==> src/logic/serial_mode_pkg.sv <==
package serial_mode_pkg;

   // Register byte addresses
   localparam logic [15:0] MODE_OFF = 16'hFF78;
   localparam logic [15:0] CTRL_OFF = 16'hFF80;
   localparam logic [15:0] TXD_OFF  = 16'hFF84;
   localparam logic [15:0] RXD_OFF  = 16'hFF88;
   localparam logic [15:0] STAT_OFF = 16'hFF8C;
   localparam logic [15:0] MASK_OFF = 16'hFF90;

   // Serial mode register fields
   localparam int MODE_TOP    = 7;
   localparam int CHAR7       = 6;
   localparam int PARITY_EN   = 5;
   localparam int PARITY_ODD  = 4;
   localparam int STOP2       = 3;
   localparam int MULTIPROC   = 2;
   localparam int CLKSEL_HI   = 1;
   localparam int CLKSEL_LO   = 0;
   localparam logic [7:0] MODE_RESET = 8'h00;

   // Control register fields
   localparam int CTL_SMART   = 0;
   localparam int CTL_CLK_ON  = 1;
   localparam int CTL_CLK_FIX = 2;
   localparam int CTL_CLK_LVL = 3;
   localparam int CTL_DIV_LSB = 8;
   localparam logic [3:0] CTRL_RESET    = 4'h0;
   localparam logic [7:0] HALFDIV_RESET = 8'h07;

   // Status and mask bits
   localparam int ST_TXEND   = 0;
   localparam int ST_RXFULL  = 1;
   localparam int ST_PARERR  = 2;
   localparam int ST_FRAMERR = 3;
   localparam logic [3:0] STAT_RESET = 4'h0;

   // Prescaler terminal counts for the clock select codes
   localparam logic [5:0] PRE_DIV1  = 6'h00;
   localparam logic [5:0] PRE_DIV4  = 6'h03;
   localparam logic [5:0] PRE_DIV16 = 6'h0F;
   localparam logic [5:0] PRE_DIV64 = 6'h3F;

   // Transmit-end point in half bit times (12.5 and 11.0 etu)
   localparam logic [4:0] TRANSMIT_END_FLAG_NORMAL_HALVES = 5'h19;
   localparam logic [4:0] TRANSMIT_END_FLAG_ALT_HALVES    = 5'h16;

   localparam logic [1:0] RESP_OKAY   = 2'h0;
   localparam logic [1:0] RESP_SLVERR = 2'h2;

   typedef struct packed {
      logic [15:0] awaddr;
      logic        awvalid;
      logic [31:0] wdata;
      logic [3:0]  wstrb;
      logic        wvalid;
      logic        bready;
      logic [15:0] araddr;
      logic        arvalid;
      logic        rready;
   } axiReq_s;

   typedef struct packed {
      logic        awready;
      logic        wready;
      logic [1:0]  bresp;
      logic        bvalid;
      logic        arready;
      logic [31:0] rdata;
      logic [1:0]  rresp;
      logic        rvalid;
   } axiResp_s;

endpackage : serial_mode_pkg

==> src/logic/baud_gen.sv <==
module baud_gen
   import serial_mode_pkg::*;
(
   input  wire logic       clock,
   input  wire logic       rst_n,
   input  wire logic [1:0] clkSel,
   input  wire logic [7:0] halfDiv,
   output logic            halfTick,
   output logic            cardPhase
);

   typedef struct packed {
      logic [5:0] preCnt;
      logic [7:0] divCnt;
      logic       halfTick;
      logic       cardPhase;
   } state_s;

   state_s s;
   state_s next_s;
   logic [5:0] preLimit;

   always_comb
   begin
      case (clkSel)
         2'h0:    preLimit = PRE_DIV1;
         2'h1:    preLimit = PRE_DIV4;
         2'h2:    preLimit = PRE_DIV16;
         default: preLimit = PRE_DIV64;
      endcase
      next_s = s;
      next_s.halfTick = 1'b0;
      // A code change mid-count applies at once; a count already past the new limit wraps next
      if (s.preCnt >= preLimit)
      begin
         next_s.preCnt = 6'h00;
         next_s.cardPhase = ~s.cardPhase;
         if (s.divCnt >= halfDiv)
         begin
            next_s.divCnt = 8'h00;
            next_s.halfTick = 1'b1;
         end
         else
         begin
            next_s.divCnt = s.divCnt + 8'h01;
         end
      end
      else
      begin
         next_s.preCnt = s.preCnt + 6'h01;
      end
   end

   always_ff @(posedge clock)
   begin
      if (!rst_n)
         s <= '0;
      else
         s <= next_s;
   end

   assign halfTick  = s.halfTick;
   assign cardPhase = s.cardPhase;

endmodule : baud_gen

==> src/logic/serial_mode_config.sv <==
module serial_mode_config
   import serial_mode_pkg::*;
(
   input  wire logic      clock,
   input  wire logic      rst_n,
   input  wire axiReq_s   axiReq,
   output axiResp_s       axiResp,
   input  wire logic      rxd,
   output logic           txd,
   output logic           serialClk,
   output logic           cardClk,
   output logic           irq
);

   typedef enum logic [1:0] {TX_IDLE = 2'h1, TX_SEND = 2'h2} txState_e;
   typedef enum logic [1:0] {RX_IDLE = 2'h1, RX_RECV = 2'h2} rxState_e;

   typedef struct packed {
      logic [7:0]  mode;
      logic [3:0]  ctrl;
      logic [7:0]  halfDiv;
      logic [8:0]  txData;
      logic [7:0]  rxData;
      logic [3:0]  status;
      logic [3:0]  mask;
      txState_e    tx;
      logic        txPend;
      logic [4:0]  txHalf;
      logic [4:0]  txEndCnt;
      logic [15:0] txFrame;
      logic        txd;
      logic        sclk;
      logic        cardClk;
      rxState_e    rx;
      logic [4:0]  rxHalf;
      logic [11:0] rxRaw;
      logic [1:0]  rxSync;
      logic        awGot;
      logic        wGot;
      logic [15:0] waddr;
      logic [31:0] wdata;
      logic [3:0]  wstrb;
      logic        bvalid;
      logic [1:0]  bresp;
      logic        rvalid;
      logic [31:0] rdata;
      logic [1:0]  rresp;
   } state_s;

   state_s s;
   state_s next_s;
   logic   halfTick;
   logic   cardPhase;
   logic   smart;
   logic   syncMode;
   logic   txFire;
   logic   doWrite;
   logic [3:0] stSet;
   logic [3:0] stClr;
   logic [3:0] rxLen;
   logic [3:0] rxIdx;
   logic [3:0] nData;
   logic [7:0] rxByte;
   logic [20:0] built;

   // Builds the frame LSB first; returns {length in bits, bits}
   function automatic logic [20:0] buildFrame(input logic [7:0] md,
                                              input logic [8:0] d,
                                              input logic       sy);
      logic [15:0] f;
      logic [4:0]  n;
      logic [7:0]  dm;
      logic        par;
      f = 16'hFFFF;
      n = 5'h00;
      dm = md[CHAR7] ? {1'b0, d[6:0]} : d[7:0];
      par = (^dm) ^ md[PARITY_ODD];
      if (!sy)
      begin
         f[n[3:0]] = 1'b0;
         n = n + 5'h01;
      end
      for (int i = 0; i < 8; i++)
      begin
         if (i < 7 || !md[CHAR7])
         begin
            f[n[3:0]] = dm[i];
            n = n + 5'h01;
         end
      end
      if (!sy)
      begin
         if (md[PARITY_EN])
         begin
            f[n[3:0]] = par;
            n = n + 5'h01;
         end
         if (md[MULTIPROC])
         begin
            f[n[3:0]] = d[8];
            n = n + 5'h01;
         end
         n = n + (md[STOP2] ? 5'h02 : 5'h01);
      end
      return {n, f};
   endfunction : buildFrame

   baud_gen u_baud (
      .clock     (clock),
      .rst_n     (rst_n),
      .clkSel    (s.mode[CLKSEL_HI:CLKSEL_LO]),
      .halfDiv   (s.halfDiv),
      .halfTick  (halfTick),
      .cardPhase (cardPhase)
   );

   assign smart    = s.ctrl[CTL_SMART];
   assign syncMode = s.mode[MODE_TOP] && !smart;
   assign doWrite  = s.awGot && s.wGot && !s.bvalid;
   assign nData    = s.mode[CHAR7] ? 4'h7 : 4'h8;
   assign rxLen    = 4'h2 + nData + {3'h0, s.mode[PARITY_EN]}
                     + {3'h0, s.mode[MULTIPROC]};
   assign rxIdx    = s.rxHalf[4:1];
   assign built    = buildFrame(s.mode, s.txData, syncMode);
   assign txFire   = s.tx == TX_SEND && halfTick
                     && s.txHalf + 5'h01 == s.txEndCnt;

   always_comb
   begin
      next_s = s;
      stSet  = 4'h0;
      stClr  = 4'h0;
      rxByte = s.rxRaw[8:1] & (s.mode[CHAR7] ? 8'h7F : 8'hFF);
      next_s.rxSync = {s.rxSync[0], rxd};

      // Write channel: address and data taken in either order
      if (axiReq.awvalid && !s.awGot && !s.bvalid)
      begin
         next_s.awGot = 1'b1;
         next_s.waddr = axiReq.awaddr;
      end
      if (axiReq.wvalid && !s.wGot && !s.bvalid)
      begin
         next_s.wGot  = 1'b1;
         next_s.wdata = axiReq.wdata;
         next_s.wstrb = axiReq.wstrb;
      end
      if (s.bvalid && axiReq.bready)
         next_s.bvalid = 1'b0;
      if (doWrite)
      begin
         next_s.awGot  = 1'b0;
         next_s.wGot   = 1'b0;
         next_s.bvalid = 1'b1;
         next_s.bresp  = RESP_OKAY;
         case (s.waddr[15:2])
            MODE_OFF[15:2]:
               if (s.wstrb[0])
                  next_s.mode = s.wdata[7:0];
            CTRL_OFF[15:2]:
            begin
               if (s.wstrb[0])
                  next_s.ctrl = s.wdata[3:0];
               if (s.wstrb[1])
                  next_s.halfDiv = s.wdata[CTL_DIV_LSB +: 8];
            end
            TXD_OFF[15:2]:
               // A word written while busy is dropped, not queued
               if (s.tx == TX_IDLE && !s.txPend)
               begin
                  next_s.txData = s.wdata[8:0];
                  next_s.txPend = 1'b1;
               end
            STAT_OFF[15:2]:
               if (s.wstrb[0])
                  stClr = s.wdata[3:0];
            MASK_OFF[15:2]:
               if (s.wstrb[0])
                  next_s.mask = s.wdata[3:0];
            RXD_OFF[15:2]: ;
            default:
               next_s.bresp = RESP_SLVERR;
         endcase
      end

      // Read channel
      if (s.rvalid && axiReq.rready)
         next_s.rvalid = 1'b0;
      if (axiReq.arvalid && !s.rvalid)
      begin
         next_s.rvalid = 1'b1;
         next_s.rresp  = RESP_OKAY;
         case (axiReq.araddr[15:2])
            MODE_OFF[15:2]: next_s.rdata = {24'h00_0000, s.mode};
            CTRL_OFF[15:2]:
               next_s.rdata = {16'h0000, s.halfDiv, 4'h0, s.ctrl};
            TXD_OFF[15:2]:
               next_s.rdata = {s.tx == TX_SEND || s.txPend,
                               22'h00_0000, s.txData};
            RXD_OFF[15:2]:  next_s.rdata = {24'h00_0000, s.rxData};
            STAT_OFF[15:2]: next_s.rdata = {28'h000_0000, s.status};
            MASK_OFF[15:2]: next_s.rdata = {28'h000_0000, s.mask};
            default:
            begin
               next_s.rdata = 32'h0000_0000;
               next_s.rresp = RESP_SLVERR;
            end
         endcase
      end

      // Transmitter, paced in half bit times so 12.5 etu is exact
      case (s.tx)
         TX_IDLE:
         begin
            next_s.txd  = 1'b1;
            next_s.sclk = 1'b1;
            if (s.txPend && halfTick)
            begin
               next_s.tx       = TX_SEND;
               next_s.txPend   = 1'b0;
               next_s.txHalf   = 5'h00;
               next_s.txFrame  = built[15:0];
               next_s.txd      = built[0];
               next_s.sclk     = !syncMode;
               if (smart)
                  next_s.txEndCnt = s.mode[MODE_TOP] ?
                     TRANSMIT_END_FLAG_ALT_HALVES : TRANSMIT_END_FLAG_NORMAL_HALVES;
               else
                  next_s.txEndCnt = {built[19:16], 1'b0};
            end
         end
         TX_SEND:
         begin
            if (halfTick)
            begin
               next_s.txHalf = s.txHalf + 5'h01;
               next_s.txd = s.txFrame[next_s.txHalf[4:1]];
               next_s.sclk = !syncMode || next_s.txHalf[0];
               if (txFire)
               begin
                  next_s.tx   = TX_IDLE;
                  next_s.txd  = 1'b1;
                  next_s.sclk = 1'b1;
                  stSet[ST_TXEND] = 1'b1;
               end
            end
         end
         default: next_s.tx = TX_IDLE;
      endcase

      // Receiver, asynchronous frames only
      case (s.rx)
         RX_IDLE:
            if (!s.rxSync[1] && !syncMode)
            begin
               next_s.rx     = RX_RECV;
               next_s.rxHalf = 5'h00;
               next_s.rxRaw  = 12'hFFF;
            end
         RX_RECV:
            if (halfTick)
            begin
               next_s.rxHalf = s.rxHalf + 5'h01;
               if (next_s.rxHalf[0])
               begin
                  next_s.rxRaw[next_s.rxHalf[4:1]] = s.rxSync[1];
                  if (next_s.rxHalf[4:1] == rxLen - 4'h1)
                  begin
                     next_s.rx = RX_IDLE;
                     next_s.rxData = rxByte;
                     stSet[ST_RXFULL] = 1'b1;
                     stSet[ST_FRAMERR] = !s.rxSync[1];
                     if (s.mode[PARITY_EN])
                        stSet[ST_PARERR] = (^rxByte)
                           ^ s.mode[PARITY_ODD]
                           ^ s.rxRaw[nData + 4'h1];
                  end
               end
            end
         default: next_s.rx = RX_IDLE;
      endcase
      if (rxIdx == 4'h0 && s.rx == RX_RECV && s.rxHalf[0] && s.rxRaw[0])
         next_s.rx = RX_IDLE;

      // Card clock; a fixed level needs alternate timing
      if (smart && s.ctrl[CTL_CLK_ON])
         next_s.cardClk = cardPhase;
      else
         next_s.cardClk = smart && s.mode[MODE_TOP]
                          && s.ctrl[CTL_CLK_FIX]
                          && s.ctrl[CTL_CLK_LVL];

      // Hardware set wins over a same-cycle software clear
      next_s.status = (s.status & ~stClr) | stSet;
   end

   always_ff @(posedge clock)
   begin
      if (!rst_n)
      begin
         s          <= '0;
         s.mode     <= MODE_RESET;
         s.ctrl     <= CTRL_RESET;
         s.halfDiv  <= HALFDIV_RESET;
         s.status   <= STAT_RESET;
         s.tx       <= TX_IDLE;
         s.rx       <= RX_IDLE;
         s.txd      <= 1'b1;
         s.sclk     <= 1'b1;
         s.rxSync   <= 2'h3;
      end
      else
      begin
         s <= next_s;
      end
   end

   always_comb
   begin
      axiResp.awready = !s.awGot && !s.bvalid;
      axiResp.wready  = !s.wGot && !s.bvalid;
      axiResp.bresp   = s.bresp;
      axiResp.bvalid  = s.bvalid;
      axiResp.arready = !s.rvalid;
      axiResp.rdata   = s.rdata;
      axiResp.rresp   = s.rresp;
      axiResp.rvalid  = s.rvalid;
   end

   assign txd       = s.txd;
   assign serialClk = s.sclk;
   assign cardClk   = s.cardClk;
   assign irq       = |(s.status & s.mask);

   mode_reset_a: assert property (@(posedge clock) disable iff (!rst_n)
      $past(!rst_n) |-> s.mode == 8'h00)
      else $error("mode not cleared by reset");

   mode_readback_a: assert property (@(posedge clock)
      disable iff (!rst_n)
      doWrite && s.waddr[15:2] == MODE_OFF[15:2] && s.wstrb[0]
      |=> s.mode == $past(s.wdata[7:0]))
      else $error("mode write not stored");

   transmit_end_flag_normal_a: assert property (@(posedge clock) disable iff (!rst_n)
      txFire && smart && !s.mode[MODE_TOP] |-> s.txHalf == 5'd24)
      else $error("normal transmit end not at 12.5 etu");

   transmit_end_flag_alt_a: assert property (@(posedge clock) disable iff (!rst_n)
      txFire && smart && s.mode[MODE_TOP] |-> s.txHalf == 5'd21)
      else $error("alternate transmit end not at 11.0 etu");

   stop_bits_a: assert property (@(posedge clock) disable iff (!rst_n)
      s.tx == TX_SEND && !smart && !syncMode
      && s.txHalf + (s.mode[STOP2] ? 5'd4 : 5'd2) >= s.txEndCnt
      |-> s.txd)
      else $error("stop bits not high");

   msb_dropped_a: assert property (@(posedge clock) disable iff (!rst_n)
      s.tx == TX_SEND && !syncMode && s.mode[CHAR7]
      && !s.mode[PARITY_EN] && !s.mode[MULTIPROC] && s.txHalf[4:1] == 4'd8
      |-> s.txd)
      else $error("bit 7 shifted out in 7-bit mode");

   sync_nostart_a: assert property (@(posedge clock) disable iff (!rst_n)
      $rose(s.tx == TX_SEND) && syncMode |-> s.txd == $past(built[0])
      ##1 !s.sclk)
      else $error("sync frame started wrongly");

   clk_fixed_a: assert property (@(posedge clock) disable iff (!rst_n)
      !s.ctrl[CTL_CLK_ON] && !s.mode[MODE_TOP] ##1 !s.ctrl[CTL_CLK_ON]
      |-> !cardClk)
      else $error("card clock held without alternate timing");

   status_sticky_a: assert property (@(posedge clock) disable iff (!rst_n)
      txFire |=> s.status[ST_TXEND] ##1 s.status[ST_TXEND] || $past(doWrite))
      else $error("transmit end flag lost");

endmodule : serial_mode_config

==> config.mk <==
export PLATFORM = sky130hd
export DESIGN_NAME = serial_mode_config
export DESIGN_NICKNAME = d
export VERILOG_FILES = /design/src/logic/serial_mode_pkg.sv /design/src/logic/baud_gen.sv /design/src/logic/serial_mode_config.sv
export SDC_FILE = /design/constraint.sdc
export NUM_CORES = 1
export LEC_CHECK = 0
export BUFFER_PORTS_ARGS = -buffer_cell sky130_fd_sc_hd__buf_2
export CORE_ASPECT_RATIO = 0.75
export CORE_MARGIN = 4
export CORE_UTILIZATION = 60
export DETAILED_ROUTE_END_ITERATION = 6
export GPL_ROUTABILITY_DRIVEN = 0
export PLACE_DENSITY = 0.92
export SLEW_MARGIN = 0
export SYNTH_ARGS = -nofsm -noshare
export SYNTH_HDL_FRONTEND = slang
export SYNTH_SLANG_ARGS = --single-unit
==> constraint.sdc <==
create_clock -name clock -period 4.6 [get_ports clock]
set_input_delay 0.23 -clock clock [delete_from_list [all_inputs] [get_ports clock]]
set_output_delay 0.23 -clock clock [all_outputs]
set_load 0.03 [all_outputs]
**Word-level counts from Yosys, hierarchy flattened**

Index checks and enable logic that the tools add are counted.

- Register bits: 188
- Output and inout port bits: 45
- Input bits: 76

- Reduce and logical (&&, ||, !) cells: 73
- Equal/unequal tests: 27
- Magnitude comparators: 26
- Bitwise operators: 10
- Muxes and demuxes: 98
- Add/subtract/negate cells: 20

Operators by type and width:

| kind | count |
|---|---|
| $pmux 32 s6 | 1 |
| $eq 14x14->1 const B | 12 |
| $bwmux 16 | 10 |
| $mux 16 | 5 |
| $lt 4x5->1 const B | 13 |
| $demux 1 s4 | 11 |
| $ge 4x1->1 const B | 11 |
| $mux 4 | 11 |
| $add 4x1->4 const B | 10 |
| $mux 19 | 2 |
| $logic_and 1x1->1 | 35 |
| $mux 35 | 1 |
| $pmux 17 s2 | 1 |
| $mux 31 | 1 |
| $mux 1 | 27 |
| $mux 8 | 3 |
| $reduce_and 3->1 | 8 |
| $mux 2 | 9 |
| $pmux 6 s3 | 1 |
| $reduce_xor 8->1 | 2 |
| $mux 3 | 5 |
| $bwmux 12 | 1 |
| $mux 12 | 1 |
| $pmux 2 s2 | 3 |
| other kinds (35) | 70 |

**Longest topological paths before layout**

- Word-level depth: 24
- Gate-level depth with buffers: 15
- Mapped depth without buffers: 12

**Hierarchy**

From an unflattened synthesis, not the netlist that was laid out.

- Cells, all modules: 985
- Area total of the unflattened synthesis: 8359.3 um2

By module, submodules not included:

| module | area each (um2) | times used | cells an instance |
|---|---|---|---|
| serial_mode_config | 7322.0 | 1 | 871 |
| baud_gen | 1037.2 | 1 | 114 |

**Worst setup path before layout**

No wires, ideal clock.

- Path kind: reg-to-reg
- Start: register s[189] in the netlist's numbering
- End: register s[136] in the netlist's numbering
- Arrival time: 2670 ps
- Setup slack: 1798 ps
- Required time: 4468 ps
- Setup time: 132 ps
- Cell stages (with the launch flop): 16
- Path through: dfxtp_1 > buf_2 > nor2b_1 > buf_2 > inv_2 > ha_1 > clkbuf_1 > xnor2_1 > a22oi_1 > o21ai_0 > o21ai_0 > ha_1 > a21oi_1 > or4_1 > nand3_1 > a21oi_1

- Cells in the longest elaborated chain, start to end: 20

Ends and longest elaborated chain:

| what | RTL line | source |
|---|---|---|
| start, declared | serial_mode_config.sv:50 | `state_s s;` |
| start signal, assigned | serial_mode_config.sv:314 | `s <= next_s;` |
| $logic_and 1x1->1 * | serial_mode_config.sv:118 | `assign syncMode = s.mode[MODE_TOP] && !smart;` |
| $mux 1 | serial_mode_config.sv:78 | `if (!sy)` |
| $add 1x1->2 | serial_mode_config.sv:88 | `n = n + 5'h01;` |
| $add 4x1->4 (7 in a row) | serial_mode_config.sv:88 |  |
| $mux 4 | serial_mode_config.sv:85 | `if (i < 7 \|\| !md[CHAR7])` |
| $add 4x1->4 | serial_mode_config.sv:96 | `n = n + 5'h01;` |
| $mux 4 | serial_mode_config.sv:93 | `if (md[PARITY_EN])` |
| $mux 4 | serial_mode_config.sv:91 | `if (!sy)` |
| $add 4x1->4 | serial_mode_config.sv:101 | `n = n + 5'h01;` |
| $mux 4 | serial_mode_config.sv:98 | `if (md[MULTIPROC])` |
| $mux 4 | serial_mode_config.sv:91 |  |
| $add 4x2->4 | serial_mode_config.sv:103 | `n = n + (md[STOP2] ? 5'h02 : 5'h01);` |
| $mux 4 * | serial_mode_config.sv:91 |  |
| $mux 5 * | serial_mode_config.sv:225 | `if (smart)` |

Mark *: on every way between the ends. The rest lies on a longest branch, timed or not. The select of a mux whose other input is x is not followed.
A chain may end at the register's enable or synchronous reset.

**Worst setup path after layout**

Same ends and word-level chain as after synthesis.

==> impl_results.md <==
- Psw: between 0.7 and 0.8 mW
- Clock share of power: between 40 and 50%
- Post-CTS sizing: 0
- DRT iter0 DRCs: 873
- Die footprint: about 16000 um2
- Yosys top cell area share: between 30% and 40%
- Status: finished clean
- Tcrit/Tclk final: 71.3%
- Reg2Reg Depth: 13
- First-pass GRT wire length: between 30000 and 40000 um
- Crit path from: s[189]$_SDFFE_PN0P_
- Port bufs: between 80 and 90
- Hold_sp: axiReq[38]
- Syn Area/Cell: around 8.5 um2
- Core Util, Final: between 60% and 70%
- Cts-stage hold buffer count: 2
- Initial antenna violation count: 0
- Postcts setup bufs: 0
- Critical-path maximum fanout: 16
- Worst Setup End Kind: flip-flop
- Max-slew violations: 0
- Share of post-route cells with drive strength above 1: between 10 and 15%
- Area Growth Syn to Fin: 9.67%
- RR Endpoint: s[136]$_SDFFE_PN0P_
- Rel. slew slack: approximately 13%
- Hold crit path type: in2reg
- CTS Root Cell: clkbuf_16
- GRT Total Usage: a little over a quarter
- Final setup fails: 0
- Die width: 145 um
- Cells after synthesis: 988
- Ys Warns: 0
- Final min period: roughly 3.3 ns
- RSZ-0062 raised after global routing: false
- Gr ovfl total: 0
- Yosys reg bits: ~170
- Clock Latency Late Sink: roughly 0.43 ns
- Number of max-cap violations: 0
- Seq/Total Area, Yosys: a little under 40%
- # diodes: 0
- Comb pwr share: roughly 6.8%
- DRT Wirelength: 21200 um
- Final hold viol count: 0
- CTS tree: done
- H-tree levels: 4
- Routed vias/inst: 6.07
- CP Launch Type: flip-flop
- Critical Path Sink: s[136]$_SDFFE_PN0P_
- Vias: ~7300
- Synth area leaders: dfxtp_1 (40%), nand2_1 (5.9%), mux2i_1 (5.2%)
- Largest net degree at the start of global routing: 77
- Clk slew on worst S/H paths: about 0.07 ns
- Reg-to-Reg Start: s[189]$_SDFFE_PN0P_
- Ys async rst share: 0%
- Critical Path AT: about 3.6 ns
- Worst Skew: roughly 0.011 ns
- EDFF count, synth: 0
- Wire length per cell: 17.6 um
- Initial core utilization: between 60% and 70%
- Power per cell area: ~350 nW/um2
- Synth area leader: dfxtp_1
- Power Total: about 3.2 mW
- Internal power: approximately 2.4 mW
- Placed wire-length estimate: 14500 um
- Sink Count: ~170
- Fin nets: 1118
- Core area: 13700 um2
- FMAX: ~300 MHz
- Reg power frac: between 40% and 50%
- Worst slew pin tran: ~1.3 ns
- Max VDD drop: 0.000273 V
- Main synth FF type: dfxtp_1
- DR pass1 iterations: 7
- TNS Setup: 0 ns
- Vias in the first global route: approximately 7000
- Io pins: 121
- FP Rows: 37
- Leak pwr: about 3.8 nW
- Library cells used by synthesis: 66
- Antenna-violating nets left: 0
- R2r setup slk: roughly 1.3 ns
- Clock Tree Buf Depth: 2
- Number of remaining DRC errors: 0
- Post-synthesis instance area: 8420 um2
- CP required: roughly 5 ns
- Cts bufs inserted: 17
- Sw frac: about 25%
- Die Height: roughly 110 um
- Kind of critical path: reg2reg
-- routing by layer --
metal | vias up | part of all wire (%) | GRT usage (%)
met5 | - | 0 | 0
met4 | 0 | 3.2 | 10.8
met3 | 59 | 9.2 | 4.81
met2 | 369 | 45 | 40.4
met1 | 3437 | 43 | 37.0
li1 | 3432 | - | -
-- cell type report --
| type | count | area (um2) |
|---|---|---|
| clock buffers | 20 | 467 |
| clock inverters | 12 | 140 |
| fillers | 1055 | 4510 |
| inverters | 22 | 82.6 |
| multi-input cells | 720 | 4520 |
| flip-flops and latches | 167 | 3340 |
| well taps | 175 | 219 |
| repair buffers | 86 | 460 |
-- how the worst min path moves through the flow --
stage	endpoint	slack (ns)	depth (start not counted)
floorplan	axiResp[0]$_SDFFE_PN0P_	0.33	1
finish	s[56]$_SDFFE_PN0P_	0.03	3
global route	s[56]$_SDFFE_PN0P_	0.04	3
global placement	s[93]$_SDFF_PN1_	0.40	1
detailed placement	s[93]$_SDFF_PN1_	0.40	1
CTS	s[56]$_SDFFE_PN0P_	0.03	3
-- power groups by stage --
| stage | registers (mW) | logic (mW) | clock network, mW |
|---|---|---|---|
| finish | 1.52 | 0.219 | 1.46 |
| global route | 1.52 | 0.240 | 1.52 |
| global placement | 1.54 | 0.207 | 0 |
| floorplan | 1.53 | 0.170 | 0 |
| CTS | 1.51 | 0.217 | 1.46 |
| detailed placement | 1.55 | 0.213 | 0 |
-- worst max-delay path: stages (launching register included) --
cell and delay [ns]:
dfxtp_1 0.48, nor2b_1 0.17, buf_4 0.21, inv_2 0.13, ha_1 0.41, xnor2_1 0.31, a22oi_1 0.13, o21ai_0 0.09
o21ai_0 0.19, ha_1 0.34, a21oi_1 0.07, or4_1 0.41, nand3_1 0.12, a21oi_1 0.09
-- cells in the final DEF (no fill, tap or decap), drive strengths merged, types with 3 or more instances in the layout --
cell      instances
dfxtp           167
nand2           134
nor2            102
buf              84
a21oi            73
o21ai            45
mux2i            44
nand3            37
xnor2            29
inv              27
ha               26
nor2b            22
clkbuf           20
conb             17
a21boi           14
xor2             14
a22oi            11
nand4            11
a31oi            10
nor4             10
and2              9
nand2b            9
o211ai            9
nor3              8
and3              7
mux4              7
o31ai             6
a311oi            6
nand3b            5
o21a              5
a21o              5
or4               4
and3b             4
o2111ai           4
a222oi            4
or2               3
a21bo             3
o221a             3
clkinvlp          3
-- synthesized netlist by cell type (6+ instances only) --
| cell type | count |
|---|---|
| nor3_1 | 7 |
| nor2b_1 | 22 |
| xnor2_1 | 27 |
| mux4_2 | 7 |
| buf_4 | 40 |
| a21boi_0 | 14 |
| buf_2 | 13 |
| nand2_1 | 133 |
| and3_1 | 7 |
| dfxtp_1 | 167 |
| nor2_1 | 102 |
| nand4_1 | 11 |
| o21ai_0 | 44 |
| a311oi_1 | 6 |
| o31ai_1 | 6 |
| clkbuf_1 | 40 |
| xor2_1 | 13 |
| o211ai_1 | 9 |
| a21oi_1 | 72 |
| a31oi_1 | 9 |
| inv_1 | 20 |
| mux2i_1 | 44 |
| a22oi_1 | 11 |
| nand3_1 | 35 |
| nand2b_1 | 9 |
| ha_1 | 26 |
| nor4_1 | 8 |
| and2_1 | 9 |
-- registers in the layout, summed over array words and instances, names as in the netlist --
name / flops
u_baud.s: 14
u_baud.halfTick: 1
u_baud.cardPhase: 1
txd: 1
serialClk: 1
next_s: 1
cardClk: 1
rxIdx: 4
s: 122
axiResp: 21
-- metrics by stage --
step | setup slack [ns] | std cells | hold WS [ns] | area [um2]
2_1_floorplan | 1.80 | 1004 | 0.329 | 8480
3_3_place_gp | 1.56 | 1168 | 0.398 | 8610
3_5_place_dp | 1.48 | 1168 | 0.403 | 8610
4_1_cts | 1.40 | 1202 | 0.0313 | 9240
5_1_grt | 1.11 | 1202 | 0.0423 | 9240
6_report | 1.32 | 1202 | 0.0344 | 9240
-- kinds of logic after synthesis --
logic type,count (synthesis),synth area share [%]
AOI/OAI and AO/OA,207,15.6
xor gates and xnor gates,44,5.01
adders and majority gates,28,4.34
buffers and inverters,117,7.30
DFF,167,39.7
muxes,51,7.10
other,1,0.0445
and+or+nand+nor,373,21.0
No activity file was read; power rests on OpenSTA's default activity.
